**config.mk**
```make
export PLATFORM = sky130hd
export DESIGN_NAME = gated_intensifier_timing
export DESIGN_NICKNAME = d
export VERILOG_FILES = /design/src/gate_timing_pkg.sv /design/src/gated_intensifier_timing.sv
export SDC_FILE = /design/constraint.sdc
export NUM_CORES = 1
export LEC_CHECK = 0
export BUFFER_PORTS_ARGS = -buffer_cell sky130_fd_sc_hd__buf_2
export CORE_ASPECT_RATIO = 1.4
export CORE_MARGIN = 2
export CORE_UTILIZATION = 55
export DETAILED_ROUTE_END_ITERATION = 7
export PLACE_DENSITY_LB_ADDON = 0.25
export REMOVE_ABC_BUFFERS = 1
export SLEW_MARGIN = 10
export SYNTH_ARGS = -nofsm -noshare
export SYNTH_HDL_FRONTEND = slang
export SYNTH_SLANG_ARGS = --single-unit
```
**constraint.sdc**
```tcl
create_clock -name REF_CLK -period 12.87 [get_ports REF_CLK]
set_input_delay 2.574 -clock REF_CLK [delete_from_list [all_inputs] [get_ports REF_CLK]]
set_output_delay 2.574 -clock REF_CLK [all_outputs]
set_load 0.05 [all_outputs]
```
**src/gate_timing_pkg.sv**
```systemverilog
// constants and types for the gated intensifier timing sequencer
`default_nettype none
package gate_timing_pkg;
	localparam longint CLK_HZ        = 200_000_000;
	localparam int     CLK_PS        = 5000;
	localparam int     TW            = 20;
	localparam int     CW            = 16;
	// times in their own units
	localparam int     INS_NS        = 25;
	localparam int     BRK_ADD_NS    = 10;
	localparam int     BRK_MIN_NS    = 35;
	localparam int     MCP_LEAD_NS   = 35;
	localparam int     MCP_TAIL_NS   = 1000;
	localparam longint BRK_RATE_CHZ  = 625000;
	localparam longint NOBRK_RATE_HZ = 1_000_000;
	// derived cycle counts, least times rounded up
	localparam int     INS_CYC       = (INS_NS * 1000 + CLK_PS - 1) / CLK_PS;
	localparam int     BRK_ADD_CYC   = (BRK_ADD_NS * 1000 + CLK_PS - 1) / CLK_PS;
	localparam int     BRK_MIN_CYC   = (BRK_MIN_NS * 1000 + CLK_PS - 1) / CLK_PS;
	localparam int     MCP_LEAD_CYC  = (MCP_LEAD_NS * 1000 + CLK_PS - 1) / CLK_PS;
	localparam int     MCP_TAIL_CYC  = (MCP_TAIL_NS * 1000 + CLK_PS - 1) / CLK_PS;
	localparam int     BRK_PERIOD_CYC =
		int'((CLK_HZ * 100 + BRK_RATE_CHZ - 1) / BRK_RATE_CHZ);
	localparam int     NOBRK_PERIOD_CYC =
		int'((CLK_HZ + NOBRK_RATE_HZ - 1) / NOBRK_RATE_HZ);
	// reset values
	localparam logic [CW-1:0] EXPO_GATED = 16'h0000;
	// synchronised pin positions
	localparam int     P_TRIG  = 0;
	localparam int     P_IIT   = 1;
	localparam int     P_ALARM = 2;
	localparam int     P_MODE  = 3;
	localparam int     P_BRK   = 4;
	localparam int     P_GEN3  = 5;
	localparam int     NPIN    = 6;

	typedef enum logic [1:0] {
		S_IDLE,
		S_SEQ,
		S_READ
	} seq_st_t;
endpackage : gate_timing_pkg
`default_nettype wire

```
**src/gated_intensifier_timing.sv**
```systemverilog
// gate-mode timing sequencer: gate, aux and bias pulses, readout interlock
`timescale 1ns/1ps
`default_nettype none
module gated_intensifier_timing
	import gate_timing_pkg::*;
#(
	parameter int BRK_PERIOD = BRK_PERIOD_CYC
) (
	// clock and reset
	input  wire logic          REF_CLK,
	input  wire logic          RST_N,
	// pins from outside the clock domain
	input  wire logic          TRIG_IN,
	input  wire logic          IIT_ENABLE,
	input  wire logic          OVERLIGHT_ALARM,
	input  wire logic          GATE_MODE,
	input  wire logic          BRACKET_REQ,
	input  wire logic          GEN3_FITTED,
	// settings from same-clock control logic, in cycles
	input  wire logic [CW-1:0] GATE_DELAY,
	input  wire logic [CW-1:0] GATE_WIDTH,
	input  wire logic [CW-1:0] AUX_DELAY,
	input  wire logic [CW-1:0] AUX_WIDTH,
	input  wire logic [CW-1:0] ACCUM_COUNT,
	input  wire logic [CW-1:0] EXPOSURE_SET,
	input  wire logic          READOUT_DONE,
	// timing pulses and bias drives
	output logic               GATE_START_PLS,
	output logic               GATE_STOP_PLS,
	output logic               AUX_OUT,
	output logic               PC_BIAS_ON,
	output logic               MCP_BIAS_ON,
	// readout and status
	output logic               READOUT_START,
	output logic               SEQ_BUSY,
	output logic               BRACKET_ACTIVE,
	output logic [CW-1:0]      EXPOSURE_TIME,
	output logic               CONT_CLEAN_EN,
	output logic               SHUTTER_OPEN
);
	typedef struct packed {
		seq_st_t         st;
		logic [TW-1:0]   t;
		logic [CW-1:0]   gcnt;
		logic [CW-1:0]   gap;
		logic [CW-1:0]   span;
		logic [NPIN-1:0] s1;
		logic [NPIN-1:0] s2;
		logic [NPIN-1:0] s3;
		logic [NPIN-1:0] f;
		logic            trig_prev;
		logic            brk;
		logic            pc;
		logic            mcp;
		logic            gstart;
		logic            gstop;
		logic            aux;
		logic            rd;
		logic            busy;
		logic [2:0]      seen;
		logic [CW-1:0]   expo;
		logic            clean;
		logic            shut;
	} core_t;

	core_t state_r;
	core_t state_nxt;

	logic [TW-1:0] on_at;
	logic [TW-1:0] off_at;
	logic [TW-1:0] aux_on;
	logic [TW-1:0] aux_off;
	logic [TW-1:0] mcp_off;
	logic [TW-1:0] end_at;
	logic [CW-1:0] period;
	logic [CW-1:0] accum;
	logic          accept;
	logic          done;
	logic          last;
	logic          pc_ok;
	logic          brk_eff;

	always_comb begin
		brk_eff = state_r.f[P_BRK] & ~state_r.f[P_GEN3];
		on_at = TW'(INS_CYC) + {4'h0, GATE_DELAY} + (state_r.brk ? TW'(BRK_ADD_CYC) : '0);
		if (state_r.brk && on_at < TW'(BRK_MIN_CYC)) begin
			on_at = TW'(BRK_MIN_CYC);
		end
		off_at  = on_at + ((GATE_WIDTH == '0) ? TW'(1) : {4'h0, GATE_WIDTH});
		aux_on  = {4'h0, AUX_DELAY};
		aux_off = aux_on + ((AUX_WIDTH == '0) ? TW'(1) : {4'h0, AUX_WIDTH});
		mcp_off = off_at + TW'(MCP_TAIL_CYC);
		end_at  = state_r.brk ? mcp_off : off_at;
		if (aux_off > end_at) begin
			end_at = aux_off;
		end
		// faster triggers are dropped, not queued
		period  = brk_eff ? CW'(BRK_PERIOD) : CW'(NOBRK_PERIOD_CYC);
		accum   = (ACCUM_COUNT == '0) ? CW'(1) : ACCUM_COUNT;
		accept  = (state_r.st == S_IDLE) && state_r.f[P_MODE] && state_r.f[P_TRIG]
			&& !state_r.trig_prev && (state_r.gap >= period);
		done    = (state_r.st == S_SEQ) && (state_r.t >= end_at);
		last    = (state_r.gcnt + CW'(1)) >= accum;
		pc_ok   = state_r.f[P_IIT] && !state_r.f[P_ALARM];
	end

	always_comb begin
		state_nxt = state_r;
		// first stage only feeds the second
		state_nxt.s1 = {GEN3_FITTED, BRACKET_REQ, GATE_MODE, OVERLIGHT_ALARM, IIT_ENABLE, TRIG_IN};
		state_nxt.s2 = state_r.s1;
		state_nxt.s3 = state_r.s2;
		for (int i = 0; i < NPIN; i++) begin
			if (state_r.s2[i] == state_r.s3[i]) begin
				state_nxt.f[i] = state_r.s3[i];
			end
		end
		state_nxt.trig_prev = state_r.f[P_TRIG];
		state_nxt.gstart = 1'b0;
		state_nxt.gstop  = 1'b0;
		state_nxt.rd     = 1'b0;
		state_nxt.pc     = 1'b0;
		if (state_r.gap != '1) begin
			state_nxt.gap = state_r.gap + CW'(1);
		end
		if (state_r.span != '1) begin
			state_nxt.span = state_r.span + CW'(1);
		end
		unique case (state_r.st)
			S_IDLE: begin
				state_nxt.brk = brk_eff;
				state_nxt.mcp = brk_eff ? 1'b0 : state_r.f[P_IIT];
				state_nxt.aux = 1'b0;
				if (accept) begin
					state_nxt.st   = S_SEQ;
					state_nxt.t    = '0;
					state_nxt.gap  = '0;
					state_nxt.seen = 3'h0;
					// with bracketing, mcp rises at sequence start, on_at plus one cycles ahead of the photocathode gate
					state_nxt.mcp  = brk_eff ? state_r.f[P_IIT] : state_r.f[P_IIT];
				end
			end
			S_SEQ: begin
				state_nxt.t      = state_r.t + TW'(1);
				state_nxt.gstart = (state_r.t == on_at);
				state_nxt.gstop  = (state_r.t == off_at);
				state_nxt.aux    = (state_r.t >= aux_on) && (state_r.t < aux_off);
				state_nxt.pc     = pc_ok && (state_r.t >= on_at) && (state_r.t < off_at);
				state_nxt.mcp    = state_r.brk ? (pc_ok && state_r.t < mcp_off)
					: state_r.f[P_IIT];
				// next values, so a stop pulse issued on the last cycle still counts
				state_nxt.seen   = state_r.seen
					| {state_nxt.aux, state_nxt.gstop, state_nxt.gstart};
				if (done) begin
					state_nxt.aux = 1'b0;
					if (last) begin
						state_nxt.st   = S_READ;
						state_nxt.rd   = 1'b1;
						state_nxt.gcnt = '0;
					end else begin
						state_nxt.st   = S_IDLE;
						state_nxt.gcnt = state_r.gcnt + CW'(1);
					end
				end
			end
			S_READ: begin
				state_nxt.pc = 1'b0;
				state_nxt.mcp = state_r.brk ? 1'b0 : state_r.f[P_IIT];
				if (READOUT_DONE && !state_r.rd) begin
					state_nxt.st = S_IDLE;
				end
			end
		endcase
		if (!state_r.f[P_MODE] && state_r.st == S_IDLE) begin
			state_nxt.gcnt = '0;
		end
		state_nxt.busy  = (state_nxt.st == S_SEQ);
		// cycles since the last sequence began, watched by the rate check
		if (state_nxt.busy && !state_r.busy) begin
			state_nxt.span = '0;
		end
		// gate mode pins these; otherwise EXPOSURE_SET passes through, clean is on and the shutter closed
		state_nxt.expo  = state_r.f[P_MODE] ? EXPO_GATED : EXPOSURE_SET;
		state_nxt.clean = !state_r.f[P_MODE];
		state_nxt.shut  = state_r.f[P_MODE];
	end

	always_ff @(posedge REF_CLK) begin
		if (!RST_N) begin
			state_r      <= '0;
			state_r.st   <= S_IDLE;
			state_r.expo <= EXPO_GATED;
			state_r.clean <= 1'b1;
		end else begin
			state_r <= state_nxt;
		end
	end

	assign GATE_START_PLS = state_r.gstart;
	assign GATE_STOP_PLS  = state_r.gstop;
	assign AUX_OUT        = state_r.aux;
	assign PC_BIAS_ON     = state_r.pc;
	assign MCP_BIAS_ON    = state_r.mcp;
	assign READOUT_START  = state_r.rd;
	assign SEQ_BUSY       = state_r.busy;
	assign BRACKET_ACTIVE = state_r.brk;
	assign EXPOSURE_TIME  = state_r.expo;
	assign CONT_CLEAN_EN  = state_r.clean;
	assign SHUTTER_OPEN   = state_r.shut;
endmodule : gated_intensifier_timing
`default_nettype wire

```
# == Word-level counts from Yosys, hierarchy flattened ==
# Index checks and enable logic that the tools add are counted.
# op_classes
add_sub_neg,8
magnitude_cmp,10
n_eq_ne,13
mux,26
bitwise,3
reduce_logical,28
# ops
cell,n
2-to-1 mux 16 bit,7
zero test 16 bit,3
< comparator 20 bit,2
2-to-1 mux 20 bit,2
case mux 20 bit (2 select lines),1
"adder 16 x 1 -> 16 bit, second input constant",2
2-to-1 mux 22 bit,1
"adder 20 x 1 -> 20 bit, second input constant",1
adder 20 x 16 -> 20 bit,1
"adder 20 x 8 -> 20 bit, second input constant",1
== test 20 x 18 -> 1 bit,1
== test 20 bit,1
greater-or-equal comparator 20 x 16 -> 1 bit,1
greater-or-equal comparator 20 x 18 -> 1 bit,1
greater-or-equal comparator 20 bit,1
greater-than comparator 17 x 20 -> 1 bit,1
< comparator 20 x 17 -> 1 bit,1
adder 17 x 2 -> 18 bit,1
"< comparator 18 x 3 -> 1 bit, second input constant",1
2-to-1 mux 18 bit,1
adder 16 x 16 -> 17 bit,1
"adder 3 x 16 -> 17 bit, first input constant",1
greater-or-equal comparator 16 x 15 -> 1 bit,1
greater-or-equal comparator 16 bit,1
other kinds (20),53
# totals
register_bits,105
inputBits,105
out_inout_bits,26
word_cells,113

# == Longest topological paths before layout ==
# Gate-level depths: netlist of run 1.
# logic_depth
depth_word,15
mapped_depth,46
mapped_depth_nobuf,42

# == Worst setup path before layout of run 1 ==
# No wires, ideal clock.
# synth_path
path_kind,input to register
startpoint,in GATE_DELAY[0]
endpoint,reg state_r[94] in the netlist's numbering
setup_ps,70
t_arrival_ps,11339
t_required_ps,12800
slack_ps,1461
cell_stages,43
n_path_buf,5
path_cell_list,fa_1 > o2111ai_1 > nor2_1 > xnor2_1 > inv_1 > or4_1 > nor4_1 > nand4_1 > nand2_1 > ha_1 > fa_1 > a21o_1 > a21oi_1 > xnor2_1 > ha_1 > nor2b_1 > a211oi_1 > a31oi_2 > [... 7 more ...] > a21oi_1 > a211oi_1 > a211oi_1 > o21a_1 > buf_6 > buf_12 > mux2_4 > ha_1 > a21o_1 > a21o_1 > a21o_1 > a221oi_1 > o21ai_0 > o21ai_0 > clkbuf_1 > clkbuf_1 > o21ai_0 > a21oi_1
# synth_via
elab_chain_cells,13
# synth_lines
item,line,text
"start, declared",gated_intensifier_timing.sv:20,"input wire logic [CW-1:0] GATE_DELAY,"
adder 3 x 16 -> 17 bit (*),gated_intensifier_timing.sv:85,"on_at = TW'(INS_CYC) + {4'h0, GATE_DELAY} + (state_r.brk ? TW'(BRK_ADD_CYC) : '0);"
adder 17 x 2 -> 18 bit (*),gated_intensifier_timing.sv:85,
< comparator 18 x 3 -> 1 bit,gated_intensifier_timing.sv:86,if (state_r.brk && on_at < TW'(BRK_MIN_CYC)) begin
logical AND 1 bit,gated_intensifier_timing.sv:86,
2-to-1 mux 18 bit (*),gated_intensifier_timing.sv:86,
adder 20 x 16 -> 20 bit (*),gated_intensifier_timing.sv:89,"off_at = on_at + ((GATE_WIDTH == '0) ? TW'(1) : {4'h0, GATE_WIDTH});"
adder 20 x 8 -> 20 bit,gated_intensifier_timing.sv:92,mcp_off = off_at + TW'(MCP_TAIL_CYC);
2-to-1 mux 20 bit (*),gated_intensifier_timing.sv:93,end_at = state_r.brk ? mcp_off : off_at;
greater-than comparator 17 x 20 -> 1 bit,gated_intensifier_timing.sv:94,if (aux_off > end_at) begin
2-to-1 mux 20 bit (*),gated_intensifier_timing.sv:94,
greater-or-equal comparator 20 bit (*),gated_intensifier_timing.sv:102,done = (state_r.st == S_SEQ) && (state_r.t >= end_at);
logical AND 1 bit (*),gated_intensifier_timing.sv:102,
AND reduction 2 bit (no line) (*),-,
"end signal, assigned",gated_intensifier_timing.sv:195,state_r <= state_nxt;
"end, declared",gated_intensifier_timing.sv:66,core_t state_r;
# Every way passes the cells marked *; elsewhere a longest branch is shown, timed or not.
# A chain may end at the register's enable or synchronous reset.

# == Final worst setup path of run 1 ==
# layout_path
startpoint,in GATE_DELAY[0]
endpoint,reg state_r (netlist bit SEQ_BUSY)
# layout_via
elab_chain_cells,15
# layout_lines
item,line,text
adder 3 x 16 -> 17 bit (*),gated_intensifier_timing.sv:85,
adder 17 x 2 -> 18 bit (*),gated_intensifier_timing.sv:85,
< comparator 18 x 3 -> 1 bit,gated_intensifier_timing.sv:86,
logical AND 1 bit,gated_intensifier_timing.sv:86,
2-to-1 mux 18 bit (*),gated_intensifier_timing.sv:86,
adder 20 x 16 -> 20 bit (*),gated_intensifier_timing.sv:89,
adder 20 x 8 -> 20 bit,gated_intensifier_timing.sv:92,
2-to-1 mux 20 bit (*),gated_intensifier_timing.sv:93,
greater-than comparator 17 x 20 -> 1 bit,gated_intensifier_timing.sv:94,
2-to-1 mux 20 bit (*),gated_intensifier_timing.sv:94,
greater-or-equal comparator 20 bit (*),gated_intensifier_timing.sv:102,
logical AND 1 bit (*),gated_intensifier_timing.sv:102,
2-to-1 mux 2 bit (*),gated_intensifier_timing.sv:154,if (done) begin
case mux 2 bit (3 select lines) (*),gated_intensifier_timing.sv:129,unique case (state_r.st)
== test 2 x 1 -> 1 bit (*),gated_intensifier_timing.sv:177,state_nxt.busy = (state_nxt.st == S_SEQ);
# Marked as above.

==> impl_summary.txt, run 1 <==
----------------------------------------------------
[Timing]
  Final Hold Violating Endpoints ... 0
  Headroom to the max-slew limit ... 26.1%
  Clk_skew ... 0.0131 ns
  Final worst-path cycle share ... 93.5%
  Least-Margin Pin Slew ... 1.10 ns
  Final setup vio count ... 0
  Max Slew Vio Count ... 0
  Maximum operating frequency ... 83.1 MHz
  Worst hold-check slack ... 0.430 ns
  Final min period ... 12.04 ns
  Unrepaired setup endpoints after global routing ... false
  TNS Setup ... 0 ns

[CTS]
  Clock-pin slew on the worst setup and hold paths ... 0.08 ns
  Number of buffers inserted during clock tree synthesis ... 9
  Total number of H-tree levels ... 3
  Number of hold buffers added after cts ... 0
  Clock tree root buffer cell ... clkbuf_16
  Clock tree from TritonCTS ... yes
  Clock Sinks ... 105
  Buffer levels on the longest clock path ... 2
  Clock latency on the worst-skew pair ... 0.35 ns

[Critical path]
  Endpoint arrival time on the critical path ... 12.34 ns
  Slowest stage cell, crit path ... or4_1
  Start-to-end type of the worst setup path ... primary input to register
  Number of buffer and inverter stages on the critical path ... 4
  Element type at the critical path end ... register
  Startpoint of the worst register-to-register path ... BRACKET_ACTIVE
  Slowest Stage Delay on Critical Path ... 0.57 ns
  Critical Path RT ... 13.17 ns
  Setup crit start ... GATE_DELAY[0]
  Maximum fanout encountered on the critical timing path ... 20
  Kind of start point of the critical path ... primary input
  Largest delay contributor family on the critical path ... compound AO/OA/AOI/OAI gates

[Logic synthesis]
  Basic-gate share of the synthesized area counting and, or, nand and nor cells ... 20.9%
  Fraction of registers with async set or reset after synthesis ... 0%
  Flops & latches, synth ... 105
  Number of flops mapped to enable cells by yosys ... 0
  Post-Synth Adder-Cell Area ... 22.2%
  Sequential share of the synthesized area ... 19.5%
  Post-synthesis share of cell area spent on xor and xnor gates ... 8.94%
  Fraction of synthesized area in multiplexers ... 2.40%
  Total of warnings raised by yosys ... 0
  Combinational family with the most area after synthesis ... adder cells
  Syn Inst Count ... 1324
  Post-Synthesis Cell Area ... 0.0108 mm^2
  Number of different library cells in the post-synthesis netlist ... 86
  Dominant register cell in the synthesized netlist ... dfxtp_1
  Complex-gate fraction of the synthesized area ... 18.6%
  Synth Area per Inst ... 8.14 um^2

[Cells and area]
  Final design instance area without fill ... 0.0117 mm^2
  Area of the multi-input gates ... 0.00789 mm^2
  Final design utilization ... 60.8%
  Commonest non-fill, non-tap cell in the layout ... ha_1
  Share of layout cells above drive strength 1 ... 14.3%
  Most used cells in the layout excluding fill and tap cells ... 186 x ha_1, 130 x buf_2, 106 x inv_1
  Register cell area after layout ... 0.00210 mm^2
  Total Nets Final ... 1691
  Fillers ... 1765
  Number of cells in the finished layout apart from fillers ... 1650
  Signed area change from the synthesized netlist to the final layout ... 8.54%
  Count of antenna diodes in the layout ... 0

[Global route]
  Antenna violations before repair ... 0
  Largest net degree at the start of global routing ... 39
  Aggregate global-route resource usage ... 24.7%
  Vias in the first global route ... 8978
  First-pass GRT wire length ... 41500 um
  Total congestion overflow ... 0

[Flow run]
  Max-cap violations ... 0

[Routing]
  Average via count per standard cell ... 5.74
  Detailed-route via count ... 9467
  Number of design rule violations left after detail routing ... 0
  Average wire length per cell after detail routing ... 15.6 um
  Antenna violation net count after detailed routing ... 0
  Drt initial violations ... 518
  Drt first pass iters ... 4
  Overall routed net length ... 25800 um

[Placement]
  Count of buffers from port buffering ... 130
  Placement Cell Area ... 0.0114 mm^2
  Detailed placement HPWL ... 21100 um
  Routability-driven placement congestion ratio ... 0.935
  Post-placement cell count ... 1634

[Floorplanning]
  Die Wd ... 122 um
  Total Die Area ... 0.0207 mm^2
  Core area ... 0.0192 mm^2
  Die height ... 170 um
  Top-level port count ... 131
  Site Rows ... 60
  Starting density of the core ... 56.1%

[Run status]
  Run status ... completed

[Pwr]
  Highest ir drop seen on vdd ... 0.0000825 V
  LEAKAGE ... 5.71 nW
  Power density relative to cell area ... 89.0 mW/mm^2

[Min path]
  Tightest Hold Check Type ... register to register
  Launch instance of the worst min-delay path ... state_nxt[44]

----------------------------------------------------
[metrics by stage]
step	worst slack, ns	power (mW)
2_1_floorplan	0.527	0.660
3_3_place_gp	0.594	0.755
3_5_place_dp	0.208	0.767
4_1_cts	0.543	1.04
5_1_grt	0.115	1.11
6_report	0.831	1.04
[Yosys cell counts (21+ instances only)]
library cell / instances / share of area [%]
a21o_1: 41 / 2.9
xnor2_1: 56 / 4.6
nand3_1: 32 / 1.5
a211oi_1: 21 / 1.5
nor3_1: 27 / 1.3
inv_1: 106 / 3.7
nor2_1: 79 / 2.8
and3_1: 25 / 1.5
clkbuf_1: 49 / 1.7
dfxtp_1: 105 / 20
xor2_1: 44 / 3.6
a21oi_1: 87 / 4.0
o21ai_0: 62 / 2.9
nand2_1: 71 / 2.5
ha_1: 186 / 22
and2_1: 47 / 2.7
nand4_1: 26 / 1.5
[cells by family (layout without fill, tap and decap cells)]
logic type	count (synthesis)	after routing
AND/OR/NAND/NOR	416	416
AO/OA/AOI/OAI	306	306
adder cells (fa/ha/maj)	189	189
buffers and inverters	182	259
flip-flops	105	105
XOR/XNOR	104	104
multiplexers	21	21
other	1	2
[layer usage]
| metal | global-route usage, % | vias up | share of wire [%] |
|---|---|---|---|
| li1 | - | 4846 | - |
| met1 | 30.4 | 4331 | 44 |
| met2 | 43.3 | 245 | 48 |
| met3 | 3.09 | 45 | 4.4 |
| met4 | 9.30 | 0 | 3.4 |
| met5 | 0 | - | 0 |
[path summary, 6_finish.rpt]
kind                                       to  slack, ns  cells after the start
worst max-delay path                 SEQ_BUSY       0.83                     43
worst min-delay path            state_nxt[38]       0.43                      1
worst max register to register       SEQ_BUSY       2.71                     43
worst min register to register  state_nxt[38]       0.43                      1
[flip-flops by register name, summed over array words and instances (netlist names)]
signal	cells
MCP_BIAS_ON	1
GATE_STOP_PLS	1
state_nxt	14
READOUT_START	1
SEQ_BUSY	1
BRACKET_ACTIVE	1
CONT_CLEAN_EN	1
EXPOSURE_TIME	16
GATE_START_PLS	1
SHUTTER_OPEN	1
state_r	65
PC_BIAS_ON	1
AUX_OUT	1
[layout make-up]
| cell class | instances | area share, % |
|---|---|---|
| timing repair buffer | 136 | 5.95 |
| tap | 248 | 2.65 |
| inverter | 107 | 3.46 |
| clock inverter | 7 | 0.599 |
| multi-input combinational | 1038 | 67.4 |
| clock buffer | 9 | 1.93 |
| sequential | 105 | 18.0 |
[report_power, final]
group / switching [mW] / leakage, nW / total (mW) / internal (mW)
clock: 0.139 / 0.147 / 0.276 / 0.137
sequential: 0.00222 / 0.854 / 0.333 / 0.330
combinational: 0.245 / 4.71 / 0.431 / 0.187
[timing repair]
item	CTS	global route
gates resized for setup	0	3
setup endpoints to repair	0	15
hold endpoints to repair	0	0
buffers inserted	0	0
(Power assumes the default switching activity.)
==> run 2: changes to the inputs <==
--- a/config.mk
+++ b/config.mk
@@ -6,9 +6,10 @@
 export NUM_CORES = 1
 export LEC_CHECK = 0
 export BUFFER_PORTS_ARGS = -buffer_cell sky130_fd_sc_hd__buf_2
+export CELL_PAD_IN_SITES_DETAIL_PLACEMENT = 1
+export CELL_PAD_IN_SITES_GLOBAL_PLACEMENT = 1
 export CORE_ASPECT_RATIO = 1.4
-export CORE_MARGIN = 2
-export CORE_UTILIZATION = 55
+export CORE_UTILIZATION = 45
 export DETAILED_ROUTE_END_ITERATION = 7
 export PLACE_DENSITY_LB_ADDON = 0.25
 export REMOVE_ABC_BUFFERS = 1
==> impl_summary.txt, run 2 (synthesized netlist as in run 1, its figures left out) <==
----------------------------------------------------
[Run status]
  Run status ... completed

[CTS]
  Number of buffers inserted during clock tree synthesis ... 9 (unchanged)
  Clock tree from TritonCTS ... yes
  Total number of H-tree levels ... 3 (unchanged)
  Setup bufs post-CTS ... 0 (unchanged)
  Clock latency on the worst-skew pair ... 0.37 ns (+0.02 ns)
  Clock Sinks ... 105 (unchanged)
  Clock tree root buffer cell ... clkbuf_16
  Buffer levels on the longest clock path ... 2 (unchanged)
  Clock-pin slew on the worst setup and hold paths ... 0.08 ns (about the same)

[Timing]
  Max Slew Vio Count ... 0 (unchanged)
  Headroom to the max-slew limit ... 23.4% (-2.7 points)
  Maximum operating frequency ... 81.8 MHz (-1.5%)
  Final setup vio count ... 0 (unchanged)
  Final Hold Violating Endpoints ... 0 (unchanged)
  Least-Margin Pin Slew ... 1.14 ns (+0.0407 ns)
  Worst hold-check slack ... 0.438 ns (+0.00841 ns)
  TNS Setup ... 0 ns (unchanged)
  Final worst-path cycle share ... 94.9% (+1.4 points)
  Clk_skew ... 0.0186 ns (+0.00545 ns)
  Final min period ... 12.22 ns (+0.180 ns)
  Unrepaired setup endpoints after global routing ... false

[Floorplanning]
  Die Wd ... 133 um (+8.6%)
  Core area ... 0.0234 mm^2 (+22%)
  Starting density of the core ... 46.1% (-10 points)
  Site Rows ... 66 (+10%)
  Die height ... 185 um (+9.1%)
  Total Die Area ... 0.0246 mm^2 (+18%)
  Top-level port count ... 131 (unchanged)

[Cells and area]
  Most used cells in the layout excluding fill and tap cells ... 186 x ha_1, 130 x buf_2, 106 x inv_1
  Signed area change from the synthesized netlist to the final layout ... 9.27%
  Total Nets Final ... 1693 (+0.12%)
  Number of cells in the finished layout apart from fillers ... 1710 (+3.6%)
  Commonest non-fill, non-tap cell in the layout ... ha_1
  Fillers ... 2952 (+67%)
  Count of antenna diodes in the layout ... 0 (unchanged)
  Area of the multi-input gates ... 0.00788 mm^2 (about the same)
  Register with the most flip-flops ... state_r
  Share of layout cells above drive strength 1 ... 14.3% (+0.051 points)
  Register cell area after layout ... 0.00210 mm^2 (unchanged)
  Max reg flops ... 65 (unchanged)

[Critical path]
  Slowest Stage Delay on Critical Path ... 0.57 ns (about the same)
  Element type at the critical path end ... register
  Maximum fanout encountered on the critical timing path ... 20 (unchanged)
  Startpoint of the worst register-to-register path ... BRACKET_ACTIVE
  Endpoint arrival time on the critical path ... 12.51 ns (+0.17 ns)
  Cell seen most often among critical-path stages ... ha_1
  Flop2flop setup slack ... 2.66 ns (-0.05 ns)
  Number of buffer and inverter stages on the critical path ... 4 (unchanged)
  Worst Reg-to-Reg Cells ... 41 (-4.7%)
  Start-to-end type of the worst setup path ... primary input to register
  Largest delay contributor family on the critical path ... compound AO/OA/AOI/OAI gates
  R2r endpoint ... SEQ_BUSY
  Critical Path RT ... 13.17 ns (about the same)
  Slowest stage cell, crit path ... or4_1
  Kind of start point of the critical path ... primary input

[Routing]
  Overall routed net length ... 30300 um (+17%)
  Drt initial violations ... 408 (-21%)
  Average wire length per cell after detail routing ... 17.7 um (+13%)
  Met1 Routed Length ... 13000 um (+14%)
  Top routing layer used ... met4
  Number of design rule violations left after detail routing ... 0 (unchanged)
  Drt first pass iters ... 4 (unchanged)
  Met3 routed WL ... 999 um (-12%)
  Met2 WL post-DR ... 14900 um (+21%)
  Average via count per standard cell ... 5.67 (-1.2%)
  Antenna violation net count after detailed routing ... 0 (unchanged)
  Detailed-route via count ... 9693 (+2.4%)

[Placement]
  Post-placement cell count ... 1694 (+3.7%)
  Count of buffers from port buffering ... 130 (unchanged)
  Routability-driven placement congestion ratio ... 0.900 (-3.8%)
  Detailed placement HPWL ... 25100 um (+19%)

[Pwr]
  LEAKAGE ... 5.71 nW (about the same)
  Total power ... 1.06 mW (+1.7%)
  Switching fraction of total power ... 37.9% (+0.81 points)
  Part of the total power dissipated in combinational logic ... 42.6% (+1.1 points)
  Highest ir drop seen on vdd ... 0.0000935 V (+13%)
  Relative contribution of sequential cells to total power ... 31.5% (-0.5 points)
  Power density relative to cell area ... 89.9 mW/mm^2 (+1.0%)
  Internal Pwr Total ... 657 uW (+0.38%)
  Power spent charging and discharging nets ... 401 uW (+3.9%)
  Part of the power in the clock network ... 26.0% (-0.5 points)

[Global route]
  Largest net degree at the start of global routing ... 39 (unchanged)
  First-pass GRT wire length ... 49900 um (+20%)
  Aggregate global-route resource usage ... 25.5% (+0.88 points)
  Total congestion overflow ... 0 (unchanged)
  Antenna violations before repair ... 0 (unchanged)
  Vias in the first global route ... 10200 (+13%)

[Min path]
  Tightest Hold Check Type ... register to register
  Hold depth ... 1 (unchanged)
  Capture endpoint of the worst hold path ... state_nxt[40]
  Launch instance of the worst min-delay path ... state_nxt[46]

[Flow run]
  Max-cap violations ... 0 (unchanged)

----------------------------------------------------
==> run 2: timing repair <==
item	CTS	global route
hold buffers	0	0
endpoints found under the setup margin	0	16
resized for setup	0	2
==> run 2: layer usage <==
metal | track usage (%) | vias to the layer above
met5 | 0 | -
met4 | 13.1 | 0
met3 | 3.37 | 64
met2 | 46.9 | 208
met1 | 28.8 | 4597
li1 | - | 4824
==> run 2: final cells by class <==
type,count,area share (%)
Inverter,107,3.43
Sequential cell,105,17.9
Clock buffer,9,1.91
Tap cell,306,3.25
Clock inverter,7,0.553
Multi-Input combinational cell,1038,67.0
Timing Repair Buffer,138,6.04
==> run 2: worst register-to-register path: cells and delay by family (launching register included) <==
kind	cells	cell delay [ns]
AOI/OAI and AO/OA	16	3.32
and+or+nand+nor	12	2.92
adders and majority gates	6	1.91
xor gates and xnor gates	3	0.73
buffers and inverters	3	0.58
DFF	1	0.37
muxes	1	0.31
==> run 2: power by group through the flow <==
stage               registers, mW  logic, mW  clock network (mW)
floorplan                   0.350      0.310                   0
global placement            0.340      0.424                   0
detailed placement          0.340      0.445                   0
CTS                         0.333      0.449               0.283
global route                0.334      0.499               0.295
finish                      0.333      0.450               0.275
==> run 2: worst max-delay path by stage <==
stage | from | endpoint | slack [ns] | cells past startpoint
2_1_floorplan | GATE_DELAY[0] | state_r[86] | 0.53 | 39
3_3_place_gp | GATE_DELAY[0] | SEQ_BUSY | 0.65 | 42
3_5_place_dp | GATE_DELAY[0] | SEQ_BUSY | 0.14 | 43
4_1_cts | GATE_DELAY[0] | SEQ_BUSY | 0.51 | 43
5_1_grt | GATE_DELAY[0] | SEQ_BUSY | 0.06 | 42
6_report | GATE_DELAY[0] | SEQ_BUSY | 0.65 | 42
==> run 2: per-stage QoR <==
stage	worst slack (ns)	area [um^2]	util, %
2_1_floorplan	0.527	10400	-
3_3_place_gp	0.652	11500	49.1
3_5_place_dp	0.136	11500	49.1
4_1_cts	0.507	11800	50.3
5_1_grt	0.0575	11800	50.4
6_report	0.651	11800	50.4
==> run 3: changes to the inputs <==
--- a/config.mk
+++ b/config.mk
@@ -11,7 +11,7 @@
 export CORE_ASPECT_RATIO = 1.4
 export CORE_UTILIZATION = 45
 export DETAILED_ROUTE_END_ITERATION = 7
-export PLACE_DENSITY_LB_ADDON = 0.25
+export PLACE_DENSITY_LB_ADDON = 0.1
 export REMOVE_ABC_BUFFERS = 1
 export SLEW_MARGIN = 10
 export SYNTH_ARGS = -nofsm -noshare
==> impl_summary.txt, run 3 (synthesized netlist as in run 1, its figures left out) <==
----------------------------------------------------
[Cells and area]
  Total Nets Final ... 1693 (unchanged)
  Most used cells in the layout excluding fill and tap cells ... 186 x ha_1, 130 x buf_2, 106 x inv_1
  Register with the most flip-flops ... state_r
  Count of antenna diodes in the layout ... 0 (unchanged)
  Max reg flops ... 65 (unchanged)
  Signed area change from the synthesized netlist to the final layout ... 9.59%
  Share of layout cells above drive strength 1 ... 14.3% (unchanged)
  Final design instance area without fill ... 0.0118 mm^2 (+0.30%)
  Commonest non-fill, non-tap cell in the layout ... ha_1

[Timing]
  Unrepaired setup endpoints after global routing ... false
  TNS Setup ... 0 ns (unchanged)
  Maximum operating frequency ... 82.7 MHz (+1.0%)
  Max Slew Vio Count ... 0 (unchanged)
  Final setup vio count ... 0 (unchanged)
  Final min period ... 12.09 ns (-0.125 ns)
  Clk_skew ... 0.0119 ns (-0.00670 ns)
  Final worst-path cycle share ... 94.0% (-0.97 points)
  Headroom to the max-slew limit ... 22.7% (-0.65 points)
  Least-Margin Pin Slew ... 1.15 ns (+0.00965 ns)
  Final Hold Violating Endpoints ... 0 (unchanged)

[Placement]
  Placement Cell Area ... 0.0115 mm^2 (unchanged)
  Detailed placement HPWL ... 25200 um (+0.21%)
  Routability-driven placement congestion ratio ... 0.838 (-6.9%)
  Count of buffers from port buffering ... 130 (unchanged)

[Critical path]
  Critical Path RT ... 13.18 ns (about the same)
  Slowest stage cell, crit path ... or4_1
  Number of buffer and inverter stages on the critical path ... 4 (unchanged)
  Slowest Stage Delay on Critical Path ... 0.56 ns (about the same)
  Element type at the critical path end ... register
  Maximum fanout encountered on the critical timing path ... 20 (unchanged)
  Largest delay contributor family on the critical path ... compound AO/OA/AOI/OAI gates
  Endpoint arrival time on the critical path ... 12.40 ns (-0.11 ns)
  Kind of start point of the critical path ... primary input
  Start-to-end type of the worst setup path ... primary input to register
  Flop2flop setup slack ... 2.63 ns (-0.03 ns)

[CTS]
  Clock tree from TritonCTS ... yes
  Clock Sinks ... 105 (unchanged)
  Clock latency on the worst-skew pair ... 0.37 ns (about the same)
  Clock tree root buffer cell ... clkbuf_16
  Number of buffers inserted during clock tree synthesis ... 9 (unchanged)
  Buffer levels on the longest clock path ... 2 (unchanged)
  Number of hold buffers added after cts ... 0 (unchanged)
  Total number of H-tree levels ... 3 (unchanged)
  Clock-pin slew on the worst setup and hold paths ... 0.08 ns (about the same)

[Routing]
  Drt initial violations ... 281 (-31%)
  Drt first pass iters ... 4 (unchanged)
  Antenna violation net count after detailed routing ... 0 (unchanged)
  Detailed-route via count ... 9762 (+0.71%)
  Average via count per standard cell ... 5.71 (+0.71%)
  Number of design rule violations left after detail routing ... 0 (unchanged)
  Average wire length per cell after detail routing ... 17.6 um (-0.37%)
  Overall routed net length ... 30200 um (-0.37%)

[Global route]
  Vias in the first global route ... 10300 (+0.83%)
  Aggregate global-route resource usage ... 25.5% (-0.029 points)
  Largest net degree at the start of global routing ... 39 (unchanged)
  Antenna violations before repair ... 0 (unchanged)
  First-pass GRT wire length ... 49700 um (-0.37%)
  Total congestion overflow ... 0 (unchanged)

[Pwr]
  Highest ir drop seen on vdd ... 0.0000749 V (-20%)
  Power density relative to cell area ... 91.4 mW/mm^2 (+1.8%)
  LEAKAGE ... 5.73 nW (+0.25%)

[Floorplanning]
  Site Rows ... 66 (unchanged)
  Total Die Area ... 0.0246 mm^2 (unchanged)
  Die height ... 185 um (unchanged)
  Die Wd ... 133 um (unchanged)
  Top-level port count ... 131 (unchanged)
  Core area ... 0.0234 mm^2 (unchanged)
  Starting density of the core ... 46.1% (unchanged)

[Run status]
  Run status ... completed

[Flow run]
  Max-cap violations ... 0 (unchanged)

[Min path]
  Tightest Hold Check Type ... register to register

----------------------------------------------------
run 3: cell count changes in the layout (fill, tap and decap cells not counted), sizes merged:
cell / previous run / this run
inv: 109 / 108
bufinv: 0 / 1
run 3: timing repair:
item / in CTS / in global routing
endpoints found under the setup margin: 0 / 18
resized for setup: 0 / 2
setup buffers: 0 / 0
run 3: final cells by class:
cell class	count	area, um^2
Fill cell	2903	11600
Tap cell	306	383
Multi-Input combinational cell	1038	7880
Timing Repair Buffer	138	711
Inverter	107	404
Clock inverter	7	100
Sequential cell	105	2100
Clock buffer	9	225
run 3: through the flow:
| step | std cells | hold slack, ns | power (mW) | setup slack (ns) | utilization (%) |
|---|---|---|---|---|---|
| after floorplan | 1250 | 0.412 | 0.660 | 0.527 | - |
| after global placement | 1694 | 0.415 | 0.770 | 0.623 | 49.1 |
| after detailed placement | 1694 | 0.424 | 0.783 | 0.173 | 49.1 |
| after CTS | 1710 | 0.443 | 1.09 | 0.538 | 50.5 |
| after global routing | 1710 | 0.465 | 1.15 | 0.0392 | 50.5 |
| final | 1710 | 0.440 | 1.08 | 0.776 | 50.5 |
run 3: metal layers:
layer | wire [um] | global-route usage [%] | vias to the layer above
li1 | - | - | 4829
met1 | 13000 | 29.0 | 4709
met2 | 15300 | 48.4 | 177
met3 | 982 | 3.42 | 47
met4 | 877 | 8.78 | 0
met5 | 0 | 0 | -
run 3: path summary, 6_finish.rpt:
| kind | to | cells after the start | start |
|---|---|---|---|
| hold reg to reg | state_nxt[41] | 1 | state_nxt[47] |
| setup reg to reg | SEQ_BUSY | 43 | BRACKET_ACTIVE |
| hold / removal | state_nxt[41] | 1 | state_nxt[47] |
| setup / recovery | SEQ_BUSY | 43 | GATE_DELAY[0] |
run 3: where the power goes:
part           internal [mW]  switching, mW  leakage, nW
logic                  0.189          0.255         4.72
registers              0.330        0.00234        0.854
clock network          0.157          0.146        0.154
